===== src/logic/mcarb_pkg.sv =====
// mcarb_pkg: register indices, reset values and timing counts of the
// analyzer register bank. assumes one 100 MHz system clock.
package mcarb_pkg;

  // ---------------------------------------------------------------
  // register indices on the register port
  // ---------------------------------------------------------------
  localparam logic [7:0] ADDR_TEST_DAC_VALUE      = 8'h06;
  localparam logic [7:0] ADDR_READOUT_BLOCK_SIZE  = 8'h07;
  localparam logic [7:0] ADDR_TRIMMER_CONTROL     = 8'h08;
  localparam logic [7:0] ADDR_TRIMMER_BIT_SET     = 8'h09;
  localparam logic [7:0] ADDR_TRIMMER_BIT_CLEAR   = 8'h0A;
  localparam logic [7:0] ADDR_TEST_PATTERN        = 8'h0B;
  localparam logic [7:0] ADDR_SAMPLE_BUFFER_LEVEL = 8'h0C;
  localparam logic [7:0] ADDR_CONV_COUNT_LOW      = 8'h0D;
  localparam logic [7:0] ADDR_CONV_COUNT_HIGH     = 8'h0E;
  localparam logic [7:0] ADDR_REAL_TIME_LOW       = 8'h0F;
  localparam logic [7:0] ADDR_REAL_TIME_HIGH      = 8'h10;
  localparam logic [7:0] ADDR_LIVE_TIME_LOW       = 8'h11;
  localparam logic [7:0] ADDR_LIVE_TIME_HIGH      = 8'h12;
  localparam logic [7:0] ADDR_SOFT_CLEAR_STROBE   = 8'h13;
  localparam logic [7:0] ADDR_SOFT_RESET_STROBE   = 8'h14;

  // ---------------------------------------------------------------
  // reset values and field widths
  // ---------------------------------------------------------------
  localparam logic [15:0] RST_TEST_DAC_VALUE     = 16'h0000;
  localparam logic [15:0] RST_READOUT_BLOCK_SIZE = 16'h0020;
  localparam logic [7:0]  RST_TRIMMER_CONTROL    = 8'h03;
  localparam logic [15:0] RST_TEST_PATTERN       = 16'hAAAA;
  localparam int          TRIM_W                 = 8;
  localparam int          CNT_W                  = 32;

  // ---------------------------------------------------------------
  // timing: one millisecond tick from the system clock
  // ---------------------------------------------------------------
  localparam int CLK_PERIOD_NS = 10;
  localparam int TICK_TIME_MS  = 1;
  localparam int MS_CYCLES     = (TICK_TIME_MS * 1000000) / CLK_PERIOD_NS;

endpackage


===== src/logic/mcarb_cnt_if.sv =====
// mcarb_cnt_if: enable, clear and value of one 32-bit event counter.
// assumes the counter and its controller share clk_sys_in.
`timescale 1ns/1ps
interface mcarb_cnt_if;
  logic        en;
  logic        clr;
  logic [31:0] value;
  modport ctl (output en, output clr, input value);
  modport cnt (input en, input clr, output value);
endinterface


===== src/logic/mcarb_counter.sv =====
// mcarb_counter: 32-bit event counter, clear wins over count.
// assumes en and clr synchronous to clk_sys_in.
`timescale 1ns/1ps
module mcarb_counter
  import mcarb_pkg::*;
(
  input  wire logic clk_sys_in,
  input  wire logic rst_b_in,
  mcarb_cnt_if.cnt  cnt_if
);

  // ---------------------------------------------------------------
  // count register
  // ---------------------------------------------------------------
  logic [CNT_W-1:0] value_reg;
  logic [CNT_W-1:0] value_next;

  assign value_next   = cnt_if.clr ? '0 : (cnt_if.en ? value_reg + 32'h0000_0001 : value_reg);
  assign cnt_if.value = value_reg;

  always_ff @(posedge clk_sys_in or negedge rst_b_in) begin
    if (!rst_b_in) begin
      value_reg <= '0;
    end else begin
      value_reg <= value_next;
    end
  end

endmodule


===== src/logic/mcarb_ms_tick.sv =====
// mcarb_ms_tick: millisecond prescaler, frozen while disabled.
// assumes CYCLES is at least two.
`timescale 1ns/1ps
module mcarb_ms_tick
  import mcarb_pkg::*;
#(
  parameter int CYCLES = MS_CYCLES
) (
  input  wire logic clk_sys_in,
  input  wire logic rst_b_in,
  input  wire logic enable_in,
  input  wire logic clear_in,
  output logic      tick_out
);

  // ---------------------------------------------------------------
  // prescaler
  // ---------------------------------------------------------------
  logic [31:0] presc_reg;
  logic [31:0] presc_next;
  logic        wrap;

  assign wrap       = (presc_reg == 32'(CYCLES - 1));
  assign tick_out   = enable_in && !clear_in && wrap;
  assign presc_next = clear_in ? 32'h0000_0000 :
                      (!enable_in ? presc_reg : (wrap ? 32'h0000_0000 : presc_reg + 32'h0000_0001));

  always_ff @(posedge clk_sys_in or negedge rst_b_in) begin
    if (!rst_b_in) begin
      presc_reg <= 32'h0000_0000;
    end else begin
      presc_reg <= presc_next;
    end
  end

endmodule


===== src/logic/mcarb_regbank.sv =====
// mcarb_regbank: register bank of the analyzer: test dac, block size,
// trimmer, scratch, occupancy, scaler, real and live timers, strobes.
// assumes a synchronous register port and control bits from the
// control register arriving as plain inputs.
`timescale 1ns/1ps
module mcarb_regbank
  import mcarb_pkg::*;
#(
  parameter int MS_TICK_CYCLES = MS_CYCLES
) (
  input  wire logic        clk_sys_in,
  input  wire logic        rst_b_in,
  input  wire logic [7:0]  reg_addr_in,
  input  wire logic        reg_wr_in,
  input  wire logic        reg_rd_in,
  input  wire logic [15:0] reg_wdata_in,
  output logic      [15:0] reg_rdata_out,
  input  wire logic        timers_enable_in,
  input  wire logic        dac_test_mode_in,
  input  wire logic        gate_auto_in,
  input  wire logic        flag_clear_in,
  input  wire logic [15:0] sample_buffer_level_in,
  input  wire logic        buffer_full_in,
  input  wire logic        conv_idle_in,
  input  wire logic        conv_track_in,
  input  wire logic        conv_settle_in,
  input  wire logic        conversion_done_in,
  output logic      [15:0] test_dac_out,
  output logic      [15:0] readout_block_size_out,
  output logic      [7:0]  trimmer_control_out,
  output logic             buffer_clear_out,
  output logic             soft_reset_out,
  output logic             mem_full_clear_out
);

  // ---------------------------------------------------------------
  // address decode
  // ---------------------------------------------------------------
  wire wr_dac     = reg_wr_in && (reg_addr_in == ADDR_TEST_DAC_VALUE);
  wire wr_block   = reg_wr_in && (reg_addr_in == ADDR_READOUT_BLOCK_SIZE);
  wire wr_trim    = reg_wr_in && (reg_addr_in == ADDR_TRIMMER_CONTROL);
  wire wr_tset    = reg_wr_in && (reg_addr_in == ADDR_TRIMMER_BIT_SET);
  wire wr_tclr    = reg_wr_in && (reg_addr_in == ADDR_TRIMMER_BIT_CLEAR);
  wire wr_pattern = reg_wr_in && (reg_addr_in == ADDR_TEST_PATTERN);
  wire wr_freeze  = reg_wr_in && (reg_addr_in == ADDR_REAL_TIME_LOW);
  wire wr_sclear  = reg_wr_in && (reg_addr_in == ADDR_SOFT_CLEAR_STROBE);
  wire wr_sreset  = reg_wr_in && (reg_addr_in == ADDR_SOFT_RESET_STROBE);
  wire clear_all  = wr_sclear || wr_sreset;

  // ---------------------------------------------------------------
  // host registers
  // ---------------------------------------------------------------
  logic [15:0]       test_dac_value_reg;
  logic [15:0]       block_size_reg;
  logic [TRIM_W-1:0] trimmer_reg;
  logic [TRIM_W-1:0] trimmer_next;
  logic [15:0]       test_pattern_reg;

  always_comb begin
    trimmer_next = trimmer_reg;
    if (wr_trim) begin
      trimmer_next = reg_wdata_in[TRIM_W-1:0];
    end else if (wr_tset) begin
      trimmer_next = trimmer_reg | reg_wdata_in[TRIM_W-1:0];
    end else if (wr_tclr) begin
      trimmer_next = trimmer_reg & ~reg_wdata_in[TRIM_W-1:0];
    end
  end

  always_ff @(posedge clk_sys_in or negedge rst_b_in) begin
    if (!rst_b_in) begin
      test_dac_value_reg <= RST_TEST_DAC_VALUE;
      block_size_reg     <= RST_READOUT_BLOCK_SIZE;
      trimmer_reg        <= RST_TRIMMER_CONTROL;
      test_pattern_reg   <= RST_TEST_PATTERN;
    end else begin
      if (wr_dac) begin
        test_dac_value_reg <= reg_wdata_in;
      end
      if (wr_block) begin
        block_size_reg <= reg_wdata_in;
      end
      trimmer_reg <= trimmer_next;
      if (wr_pattern) begin
        test_pattern_reg <= reg_wdata_in;
      end
    end
  end

  // ---------------------------------------------------------------
  // outputs toward the analog side and acquisition logic
  // ---------------------------------------------------------------
  wire [15:0] test_dac_next = dac_test_mode_in ? test_dac_value_reg : 16'h0000;
  wire        flag_clr_next = flag_clear_in && !wr_sreset;

  always_ff @(posedge clk_sys_in or negedge rst_b_in) begin
    if (!rst_b_in) begin
      test_dac_out           <= 16'h0000;
      readout_block_size_out <= RST_READOUT_BLOCK_SIZE;
      trimmer_control_out    <= RST_TRIMMER_CONTROL;
      buffer_clear_out       <= 1'b0;
      soft_reset_out         <= 1'b0;
      mem_full_clear_out     <= 1'b0;
    end else begin
      test_dac_out           <= test_dac_next;
      readout_block_size_out <= block_size_reg;
      trimmer_control_out    <= trimmer_reg;
      buffer_clear_out       <= clear_all;
      soft_reset_out         <= wr_sreset;
      mem_full_clear_out     <= flag_clr_next;
    end
  end

  // ---------------------------------------------------------------
  // millisecond tick and counters
  // ---------------------------------------------------------------
  logic ms_tick;
  logic live_ok;

  mcarb_cnt_if scaler_if ();
  mcarb_cnt_if real_if ();
  mcarb_cnt_if live_if ();

  mcarb_ms_tick #(
    .CYCLES (MS_TICK_CYCLES)
  ) u_tick (
    .clk_sys_in (clk_sys_in),
    .rst_b_in   (rst_b_in),
    .enable_in  (timers_enable_in),
    .clear_in   (clear_all),
    .tick_out   (ms_tick)
  );

  assign live_ok = !buffer_full_in &&
                   (gate_auto_in ? (conv_idle_in || conv_track_in)
                                 : (conv_track_in || conv_settle_in));

  assign scaler_if.en  = timers_enable_in && conversion_done_in;
  assign scaler_if.clr = clear_all;
  assign real_if.en    = ms_tick;
  assign real_if.clr   = clear_all;
  assign live_if.en    = ms_tick && live_ok;
  assign live_if.clr   = clear_all;

  mcarb_counter u_scaler (
    .clk_sys_in (clk_sys_in),
    .rst_b_in   (rst_b_in),
    .cnt_if     (scaler_if)
  );

  mcarb_counter u_real (
    .clk_sys_in (clk_sys_in),
    .rst_b_in   (rst_b_in),
    .cnt_if     (real_if)
  );

  mcarb_counter u_live (
    .clk_sys_in (clk_sys_in),
    .rst_b_in   (rst_b_in),
    .cnt_if     (live_if)
  );

  // ---------------------------------------------------------------
  // frozen copies read by the host
  // ---------------------------------------------------------------
  logic [CNT_W-1:0] snap_scaler_reg;
  logic [CNT_W-1:0] snap_real_reg;
  logic [CNT_W-1:0] snap_live_reg;

  always_ff @(posedge clk_sys_in or negedge rst_b_in) begin
    if (!rst_b_in) begin
      snap_scaler_reg <= '0;
      snap_real_reg   <= '0;
      snap_live_reg   <= '0;
    end else if (clear_all) begin
      snap_scaler_reg <= '0;
      snap_real_reg   <= '0;
      snap_live_reg   <= '0;
    end else if (wr_freeze) begin
      snap_scaler_reg <= scaler_if.value;
      snap_real_reg   <= real_if.value;
      snap_live_reg   <= live_if.value;
    end
  end

  // ---------------------------------------------------------------
  // read data
  // ---------------------------------------------------------------
  logic [15:0] rd_mux;

  always_comb begin
    case (reg_addr_in)
      ADDR_TEST_DAC_VALUE:      rd_mux = test_dac_value_reg;
      ADDR_READOUT_BLOCK_SIZE:  rd_mux = block_size_reg;
      ADDR_TRIMMER_CONTROL:     rd_mux = {8'h00, trimmer_reg};
      ADDR_TEST_PATTERN:        rd_mux = test_pattern_reg;
      ADDR_SAMPLE_BUFFER_LEVEL: rd_mux = sample_buffer_level_in;
      ADDR_CONV_COUNT_LOW:      rd_mux = snap_scaler_reg[15:0];
      ADDR_CONV_COUNT_HIGH:     rd_mux = snap_scaler_reg[31:16];
      ADDR_REAL_TIME_LOW:       rd_mux = snap_real_reg[15:0];
      ADDR_REAL_TIME_HIGH:      rd_mux = snap_real_reg[31:16];
      ADDR_LIVE_TIME_LOW:       rd_mux = snap_live_reg[15:0];
      ADDR_LIVE_TIME_HIGH:      rd_mux = snap_live_reg[31:16];
      default:                  rd_mux = 16'h0000;
    endcase
  end

  always_ff @(posedge clk_sys_in or negedge rst_b_in) begin
    if (!rst_b_in) begin
      reg_rdata_out <= 16'h0000;
    end else if (reg_rd_in) begin
      reg_rdata_out <= rd_mux;
    end
  end

  logic [31:0] tick_gap_reg;

  always_ff @(posedge clk_sys_in or negedge rst_b_in) begin
    if (!rst_b_in) begin
      tick_gap_reg <= 32'h0000_0000;
    end else if (clear_all || ms_tick) begin
      tick_gap_reg <= 32'h0000_0000;
    end else if (timers_enable_in) begin
      tick_gap_reg <= tick_gap_reg + 32'h0000_0001;
    end
  end
endmodule

===== config.mk =====
export PLATFORM = sky130hd
export DESIGN_NAME = mcarb_regbank
export DESIGN_NICKNAME = d
export VERILOG_FILES = /design/src/logic/mcarb_pkg.sv /design/src/logic/mcarb_cnt_if.sv /design/src/logic/mcarb_counter.sv /design/src/logic/mcarb_ms_tick.sv /design/src/logic/mcarb_regbank.sv
export SDC_FILE = /design/constraint.sdc
export NUM_CORES = 1
export LEC_CHECK = 0
export BUFFER_PORTS_ARGS = -buffer_cell sky130_fd_sc_hd__buf_2
export CAP_MARGIN = 10
export CELL_PAD_IN_SITES_DETAIL_PLACEMENT = 2
export CELL_PAD_IN_SITES_GLOBAL_PLACEMENT = 2
export CORE_MARGIN = 2
export CORE_UTILIZATION = 40
export DETAILED_ROUTE_END_ITERATION = 8
export GPL_TIMING_DRIVEN = 0
export PLACE_DENSITY_LB_ADDON = 0.08
export SETUP_SLACK_MARGIN = 0.02
export SLEW_MARGIN = 20
export SYNTH_ARGS = -nofsm -noshare
export SYNTH_HDL_FRONTEND = slang
export SYNTH_SLANG_ARGS = --single-unit

===== constraint.sdc =====
create_clock -name clk_sys_in -period 3.5 [get_ports clk_sys_in]
set_input_delay 0.7 -clock clk_sys_in [delete_from_list [all_inputs] [get_ports clk_sys_in]]
set_output_delay 0.7 -clock clk_sys_in [all_outputs]
set_load 0.02 [all_outputs]

Yosys cells after proc, flatten, opt, wreduce, memory -nomap -nowiden
Index checks and enable logic that the tools add are counted.
Storage, ports and cells
  bits in registers: 339
  output and inout bits: 59
  word-level logic and storage cells: 89
Operators by class
  multiplexer cells: 21
  reduce and logical (&&, ||, !) cells: 27
  eq/ne operators: 16
  bitwise logic cells: 3
  $add $sub $neg: 4
Operator list (number)
  32-bit 2-to-1 mux: 15
  16-bit one-hot mux with 11 select lines: 1
  32-bit by 1-bit adder with 32-bit output, second input constant: 4
  8-bit by 4-bit equality test with 1-bit output, second input constant: 8
  8-bit by 5-bit equality test with 1-bit output, second input constant: 5
  32-bit by 17-bit equality test with 1-bit output, second input constant: 1
  8-bit 2-to-1 mux: 3
  8-bit by 3-bit equality test with 1-bit output, second input constant: 2
  16-bit 2-to-1 mux: 1
  1-bit logical AND: 15
  2-bit nonzero test: 5
  8-bit bitwise AND: 1
  8-bit NOT: 1
  8-bit OR: 1
  1-bit logical NOT: 3
  1-bit logical OR: 3
  3-bit nonzero test: 1
  1-bit 2-to-1 mux: 1

Longest topological paths before layout
Gate-level depths: netlist of run 1.
  depth after elaboration: 9
  mapped depth: 10
  depth with buffers taken out: 6

Cells and area by module
Synthesis of run 1 repeated with hierarchy kept, for this count alone.
Second synthesis, totals
  cells, all modules: 1666
  area, all modules: 16500.8 sq um
Modules (own cells, without submodules)
  mcarb_regbank: sequential area each 5297.6 sq um, times used 1, area each 9350.2 sq um, cells an instance 895
  mcarb_counter: sequential area each 800.8 sq um, times used 3, area each 1680.4 sq um, cells an instance 176
  mcarb_ms_tick: sequential area each 800.8 sq um, times used 1, area each 2109.5 sq um, cells an instance 243

Least setup slack after synthesis of run 1
OpenSTA, ideal clock, no wires.
  kind: input to register
  start point: input reg_addr_in[2]
  end point: register u_live.value_reg[5], in the netlist u_live.cnt_if.value[5]
  setup slack: 0.689 ns
  arrival: 2.733 ns
  stages on the path: 9
  cell sequence: buf_4 -> and3b_4 -> o2111ai_4 -> inv_2 -> or4_1 -> buf_2 -> buf_6 -> or4_1 -> a21oi_1
Between the ends
  cells in the longest elaborated chain, start to end: 8
RTL lines
  start: declaration: RTL line mcarb_regbank.sv:13  | input wire logic [7:0] reg_addr_in,
  8-bit by 5-bit equality test with 1-bit output (on tied branches): RTL line mcarb_regbank.sv:46, mcarb_regbank.sv:47
  1-bit logical AND (on tied branches): RTL line mcarb_regbank.sv:46, mcarb_regbank.sv:47
  1-bit logical OR (*): RTL line mcarb_regbank.sv:48  | wire clear_all = wr_sclear || wr_sreset;
  1-bit logical NOT: RTL line mcarb_ms_tick.sv:24  | assign tick_out = enable_in && !clear_in && wrap;
  1-bit logical AND (2 in a row): RTL line mcarb_ms_tick.sv:24
  1-bit logical AND: RTL line mcarb_regbank.sv:142  | assign live_if.en = ms_tick && live_ok;
  2-bit nonzero test (no line)
  end signal: assignment: RTL line mcarb_counter.sv:25  | value_reg <= value_next;
  end: declaration: RTL line mcarb_counter.sv:15  | logic [CNT_W-1:0] value_reg;
Mark *: on every way between the ends. The rest lies on a longest branch, timed or not.
A chain may end at the register's enable or synchronous reset.

Worst setup path after layout of run 1
  start point: input reg_addr_in[0]
  end point: register test_pattern_reg[8]
Between the ends
  cells in the longest elaborated chain, start to end: 2
RTL lines
  8-bit by 4-bit equality test with 1-bit output: RTL line mcarb_regbank.sv:44  | wire wr_pattern = reg_wr_in && (reg_addr_in == ADDR_TEST_PATTERN);
  1-bit logical AND: RTL line mcarb_regbank.sv:44
  end signal: assignment: RTL line mcarb_regbank.sv:85  | test_pattern_reg <= reg_wdata_in;
  end: declaration: RTL line mcarb_regbank.sv:57  | logic [15:0] test_pattern_reg;
Every way passes these cells.

==> run_results.csv, run 1 <==
group,metric,value,unit
timing,setup_viol,0,
clock_network,clockBufferDepth,3,
timing,rsz0062_at_grt,"false",
setup_path,critPathKind,"in2reg",
global_route,antenna_found_initial,0,
setup_path,cpMostUsedCell,"nand2_1",
detailed_routing,routed_wl,61.1,mm
yosys,netlist_area,0.0159,mm²
clock_network,clk_latency,570,ps
setup_path,cp-start-kind,"input pin",
pwr,p_int,0.00691,W
yosys,ys_warn_count,0,
finish,multiInputGateArea,0.00699,mm²
yosys,yosysTopAreaCellShare,0.511,
setup_path,crit_start,"reg_addr_in[0]",
timing,worst_pin_slew,1010,ps
pwr,p_sw_frac,0.244,
detailed_routing,drc,0,
clock_network,cts_made_buffers,39,
floorplan,row_count,73,
yosys,ys_dominant_reg_cell,"dfrtp_1",
clock_network,cts_tree,"done",
pwr,power.density,489,mW/mm²
setup_path,critPathRequiredTime,3940,ps
pwr,switchingPower,0.00222,W
yosys,ys_ff_latch,339,
yosys,seq_area_frac_synth,0.534,
timing,fmax,0.291,GHz
timing,finalMaxSlewViolations,0,
pwr,seqPwrFrac,0.458,
finish,syn_to_final_growth,17.2,%
floorplan,die_w,204,µm
global_route,grt_overflow,0,
setup_path,cp.arrival,3880,ps
yosys,synthDistinctLibCells,74,
clock_network,cts_sinks,339,
setup_path,path_max_fanout,10,
setup_path,crit_chain,"buf_2 > buf_1 > nand2_1 > nor3_1 > nand2_1 > clkbuf_1 > mux2_2",
yosys,synth_edf_count,0,
global_route,grt_pass1_wl,93.0,mm
place,portBuffers,108,
timing,hold_viol_final,0,
finish,diodes,0,
pwr,pwr-share-comb,0.061,
setup_path,r2r-start,"u_tick.presc_reg[16]",
timing,finClkSkew,17.9,ps
setup_path,cp_slowest_stage_delay,750,ps
detailed_routing,drtPass1Iterations,5,
timing,slew_headroom,0.329,
global_route,track_usage,0.298,
timing,finalCriticalPeriod,3440,ps
outcome,status,"completed",
yosys,yosys.area.top_type,"dfrtp_1",
pwr,clockPowerShare,0.481,
timing,fin_tns_setup,0,ps
finish,nNetsFinal,1693,
place,pre_cts_slack,-974,ps
detailed_routing,drt_iter0_markers,985,
yosys,synth.avg_cell_area,10.7,µm²
floorplan,core_region_area,0.0395,mm²
detailed_routing,vias_per_cell,6.18,
floorplan,die_h,204,µm
detailed_routing,ant_nets,0,
setup_path,slowest_stage,"nor3_1",
finish,seq_area,0.00850,mm²
pwr,total_power,0.00913,W
global_route,grt_pass1_vias,14470,
detailed_routing,vias,13518,
finish,drive_gt1_frac,0.170,
clock_network,cts_setup_buffers,0,
pwr,ir_drop,0.285,mV
finish,fillCellCount,4048,
floorplan,start_util,0.403,
timing,setup_ws,63.1,ps
global_route,grt_start_max_net_pins,94,
clock_network,clk_pin_slew_worst_paths,60,ps
yosys,syn_nets,1539,
flow_run,maxCapViolCount,0,
setup_path,endpoint_kind,"flop",
clock_network,cts-htree-levels,2,
worst_hold_path,min_path_type,"in2async",
yosys,syn-instance-count,1482,
pwr,p_leak,8.29,nW
place,gp_congestion,0.926,
floorplan,ios,112,
yosys,synth.area.top_cells,"dfrtp_1 51%, a22o_1 5.9%, mux2_2 4.1%, mux2i_1 3.5%, nand2_1 3.3%",
detailed_routing,routedWlPerCell,27.9,µm
place,dp_hpwl,44.6,mm
floorplan,dieArea,0.0414,mm²
yosys,synth-async-reset-ratio,1.00,
clock_network,root_buffer,"clkbuf_16",
timing,final.period_utilization,0.982,
-- critical path, delay by kind of cell --
kind | cells | cell delay, ps
and+or+nand+nor | 3 | 1640
muxes | 1 | 390
buffers and inverters | 3 | 1140
-- stage by stage --
| step | hold WS [ps] | utilization | instances | cell area (µm²) |
|---|---|---|---|---|
| after floorplan | 357 | - | 1482 | 15900 |
| final | 55.1 | 0.472 | 2189 | 18700 |
| after detailed placement | 380 | 0.437 | 2120 | 17300 |
| after CTS | 65.6 | 0.472 | 2189 | 18700 |
| after global routing | 87.1 | 0.472 | 2189 | 18700 |
| after global placement | 379 | 0.433 | 2115 | 17100 |
-- kinds of logic (layout without fill, tap and decap cells) --
group	count (synthesis)	count (layout)	synth area share
flip-flops	339	339	0.534
multiplexers	116	116	0.0798
buffers and inverters	125	307	0.0304
adder cells (fa/ha/maj)	5	5	0.00377
XOR/XNOR	20	20	0.0110
AO/OA/AOI/OAI	361	361	0.170
AND/OR/NAND/NOR	516	516	0.171
-- per-layer routing --
layer	vias to the layer above	global-route usage	wire length, µm
met5	-	0	0
met2	361	0.496	29400
met4	0	0.124	2400
met1	7135	0.395	26600
li1	5916	-	-
met3	106	0.0387	2640
-- power groups by stage --
stage	Combinational, W	Sequential (W)	Clock [W]
6_report	0.000554	0.00418	0.00440
3_3_place_gp	0.000512	0.00424	0
4_1_cts	0.000556	0.00418	0.00447
5_1_grt	0.000605	0.00420	0.00462
3_5_place_dp	0.000550	0.00425	0
2_1_floorplan	0.000247	0.00422	0
-- synthesized netlist by cell type (all sizes together) (4+ instances only) --
cell type	n
dfrtp	325
nand2	139
a22o	108
clkbuf	83
nand3	76
mux2	58
mux2i	55
nor2	49
a31oi	39
a21oi	37
nor3	34
o21ai	33
a22oi	29
nand4	29
or4	29
nor4	27
inv	26
and2	25
and3	25
nand2b	23
o31ai	22
buf	15
dfstp	14
nor2b	12
o22ai	12
or3	11
xnor2	11
nand3b	10
o211ai	10
a41oi	9
and4	9
xor2	9
a32oi	8
o2bb2ai	6
a211oi	5
o21a	5
a221oi	4
ha	4
o2111ai	4
o41ai	4
or2	4
-- path summary, 6_finish.rpt --
| check | cells past startpoint | slack, ps | to |
|---|---|---|---|
| worst max-delay path | 7 | 60 | test_pattern_reg[8] |
| worst min-delay path | 1 | 60 | u_scaler.cnt_if.value[5] |
| worst max register to register | 7 | 290 | u_live.cnt_if.value[31] |
| worst min register to register | 0 | 400 | trimmer_control_out[1] |
| max in group asynchronous | 4 | 2020 | u_live.cnt_if.value[30] |
| min in group clk_sys_in | 2 | 380 | mem_full_clear_out |
-- timing repair --
| action | in CTS | in global routing |
|---|---|---|
| gates resized for setup | 5 | 5 |
| gates cloned | 0 | 0 |
| hold buffers | 0 | 0 |
| endpoints found under the setup margin | 39 | 40 |
| hold endpoints to repair | 0 | 0 |
-- layout by cell type, fill, tap and decap left out, drive strengths merged, types with 37 or more instances in the layout --
cell	count
dfrtp	325
mux2i	55
mux2	58
nand2	139
nor2	49
clkbuf	139
a22o	108
a21oi	37
a31oi	39
nand3	76
buf	128
-- layout make-up --
type,count,share of cell area
Buffer,98,0.0208
Clock buffer,56,0.0627
Clock inverter,13,0.0104
Inverter,27,0.00543
Multi-Input combinational cell,1018,0.375
Sequential cell,339,0.455
Tap cell,525,0.0352
Timing Repair Buffer,113,0.0357
Note: power is estimated with default switching activity, not from simulation.
==> run 2: changes to the inputs <==
- ABC_AREA: unset -> 1
- CORE_UTILIZATION: 40 -> 35
==> run 2 against run 1 <==
Against the previous run: first-iteration DRC count fell by 0.51%; synthesized cell count rose by 66%; global-route usage fell by 0.95 points.
==> run_results.csv, run 2 <==
group,metric,value,unit
finish,fin_cells,3323,
yosys,seq_area_frac_synth,0.479,
finish,nNetsFinal,2674,
clock_network,cts_made_buffers,43,
timing,slew_headroom,0.412,
setup_path,worst-path-buf-inv,3,
global_route,grt_pass1_wl,117,mm
timing,finalMaxSlewViolations,0,
timing,finClkSkew,19.8,ps
place,place_inst,3244,
yosys,netlist_area,0.0178,mm²
place,dp_hpwl,57.8,mm
detailed_routing,drc,0,
timing,fmax,0.371,GHz
detailed_routing,vias_per_cell,5.33,
global_route,antenna_found_initial,1,
timing,rsz0062_at_grt,"false",
finish,seq_area,0.00850,mm²
yosys,synth_common_cells,"692 x nand2_1, 356 x nand3_1, 348 x nor2_1",
timing,setup_ws,805,ps
timing,hold_viol_final,0,
yosys,ys_ff_latch,339,
yosys,synthDistinctLibCells,38,
clock_network,root_buffer,"clkbuf_16",
yosys,yosysMostFrequentCell,"nand2_1",
finish,fillCellCount,5831,
detailed_routing,drt_iter0_markers,980,
global_route,grt_start_max_net_pins,80,
finish,diodes,0,
global_route,track_usage,0.289,
finish,drive_gt1_frac,0.107,
setup_path,slowest_stage,"nor2_2",
setup_path,endpoint_kind,"flop",
finish,layout_commonest_cell,"nand2_1",
worst_hold_path,min_path_type,"in2async",
detailed_routing,ant_nets,0,
clock_network,cts_tree,"done",
timing,worst_pin_slew,880,ps
detailed_routing,routed_wl,75.4,mm
yosys,syn_nets,2516,
pwr,p_leak,10.2,nW
setup_path,cp-start-kind,"input pin",
detailed_routing,vias,17714,
setup_path,worst_r2r_path_depth,11,
yosys,ys_dominant_reg_cell,"dfrtp_1",
yosys,synth.avg_cell_area,7.22,µm²
yosys,yosys.area.top_type,"dfrtp_1",
clock_network,postCtsHoldBufs,0,
global_route,grt_overflow,0,
setup_path,r2r-start,"u_tick.presc_reg[0]",
timing,holdWs,31.1,ps
global_route,grt_pass1_vias,19522,
setup_path,crit_chain,"buf_2 > inv_2 > nand2_1 > nor2_2 > nand2_1 > clkbuf_1 > o21ai_0 > nor2_1 > nand3_1 > nand2_1 > nand2_1",
place,portBuffers,109,
yosys,syn-instance-count,2459,
place,gp_congestion,0.894,
finish,mostFrequentLayoutCells,"692 x nand2_1, 356 x nand3_1, 348 x nor2_1, 325 x dfrtp_1, 235 x inv_1",
setup_path,cp_slowest_stage_delay,700,ps
flow_run,maxCapViolCount,0,
floorplan,dieArea,0.0526,mm²
finish,syn_to_final_growth,17.8,%
detailed_routing,drtPass1Iterations,5,
finish,multiInputGateArea,0.00791,mm²
yosys,ys_warn_count,0,
setup_path,rr_endpoint,"u_real.cnt_if.value[15]",
floorplan,core_region_area,0.0502,mm²
clock_network,cts.repair.resized,0,
detailed_routing,routedWlPerCell,22.7,µm
clock_network,clk_pin_slew_worst_paths,60,ps
clock_network,clockBufferDepth,3,
setup_path,critPathRequiredTime,4020,ps
setup_path,rrSetupSlack,1240,ps
floorplan,start_util,0.354,
place,pre_cts_slack,257,ps
pwr,ir_drop,0.340,mV
clock_network,cts_sinks,339,
setup_path,critPathKind,"in2reg",
yosys,synth-async-reset-ratio,1.00,
timing,final.period_utilization,0.770,
setup_path,path_max_fanout,10,
yosys,synth.area.top_cells,"dfrtp_1 46%, nand2_1 15%, nand3_1 10%, nor2_1 7.4%, o21ai_0 6.0%",
outcome,status,"completed",
clock_network,clk_latency,580,ps
floorplan,ios,112,
floorplan,row_count,82,
clock_network,cts-htree-levels,2,
setup_path,critPathTopFamily,"simple AND/OR/NAND/NOR gates",
clock_network,cts_setup_buffers,0,
yosys,synth_edf_count,0,
timing,finalCriticalPeriod,2690,ps
floorplan,die_h,229,µm
timing,setup_viol,0,
setup_path,cpMostUsedCell,"nand2_1",
setup_path,cp.arrival,3210,ps
pwr,power.density,514,mW/mm²
yosys,yosysTopAreaCellShare,0.458,
floorplan,die_w,229,µm
run 2: cell count changes in the layout (fill, tap and decap cells not counted), sizes merged, moves of 108 or more:
cell,previous run,this run
o21ai,33,221
a22o,108,0
nor2,49,360
inv,27,239
nand2,139,700
nand3,76,358
run 2: logic make-up after synthesis:
logic type	count (synthesis)	synth area share
AND/OR/NAND/NOR	1475	0.350
flip-flops	339	0.479
buffers and inverters	335	0.0759
AO/OA/AOI/OAI	286	0.0824
XOR/XNOR	20	0.00986
adder cells (fa/ha/maj)	4	0.00282
run 2: cell type report:
type | count | share of cell area
buffer | 95 | 0.0214
clock buffer | 57 | 0.0593
clock inverter | 22 | 0.0197
inverter | 240 | 0.0431
multi-input combinational | 1785 | 0.378
sequential | 339 | 0.406
tap | 672 | 0.0402
timing repair buffer | 113 | 0.0318
run 2: routing by layer:
metal / vias up / GRT usage / wire length (µm)
li1: 8217 / - / -
met1: 9040 / 0.372 / 33300
met2: 338 / 0.499 / 36700
met3: 119 / 0.0374 / 2800
met4: 0 / 0.103 / 2590
met5: - / 0 / 0
run 2: worst reg2reg max path: stages, from the launching register on:
cell,delay (ps)
dfrtp_1,410
ha_1,250
nand2_1,130
inv_1,80
nand2_1,110
nor2_1,110
nand2_1,100
nor2_4,190
nand2_1,80
nand2_1,250
buf_2,290
o21ai_0,140
run 2: how the worst max path moves through the flow:
stage | cells past startpoint | slack [ps] | endpoint | start
5_1_grt | 11 | 720 | reg_rdata_out[5] | reg_addr_in[5]
3_3_place_gp | 1 | -5220 | u_real.cnt_if.value[4] | rst_b_in
6_report | 11 | 810 | reg_rdata_out[5] | reg_addr_in[5]
2_1_floorplan | 9 | 1600 | u_live.cnt_if.value[5] | reg_addr_in[5]
4_1_cts | 11 | 850 | reg_rdata_out[6] | reg_addr_in[5]
3_5_place_dp | 11 | 260 | reg_rdata_out[6] | reg_addr_in[5]
run 2: power by group:
group | internal [W] | total (W) | switching [W]
Sequential | 0.00421 | 0.00448 | 0.000273
Combinational | 0.000288 | 0.00100 | 0.000717
Clock | 0.00337 | 0.00527 | 0.00190
Total | 0.00787 | 0.0108 | 0.00289
run 2: through the flow:
| stage | cell area [µm²] | total power (W) | setup TNS, ps | util |
|---|---|---|---|---|
| after floorplan | 17800 | 0.00503 | 0 | - |
| after global placement | 19100 | 0.00545 | -1722310 | 0.382 |
| after detailed placement | 19300 | 0.00555 | 0 | 0.384 |
| after CTS | 20900 | 0.0109 | 0 | 0.417 |
| after global routing | 20900 | 0.0111 | 0 | 0.417 |
| final | 20900 | 0.0108 | 0 | 0.417 |
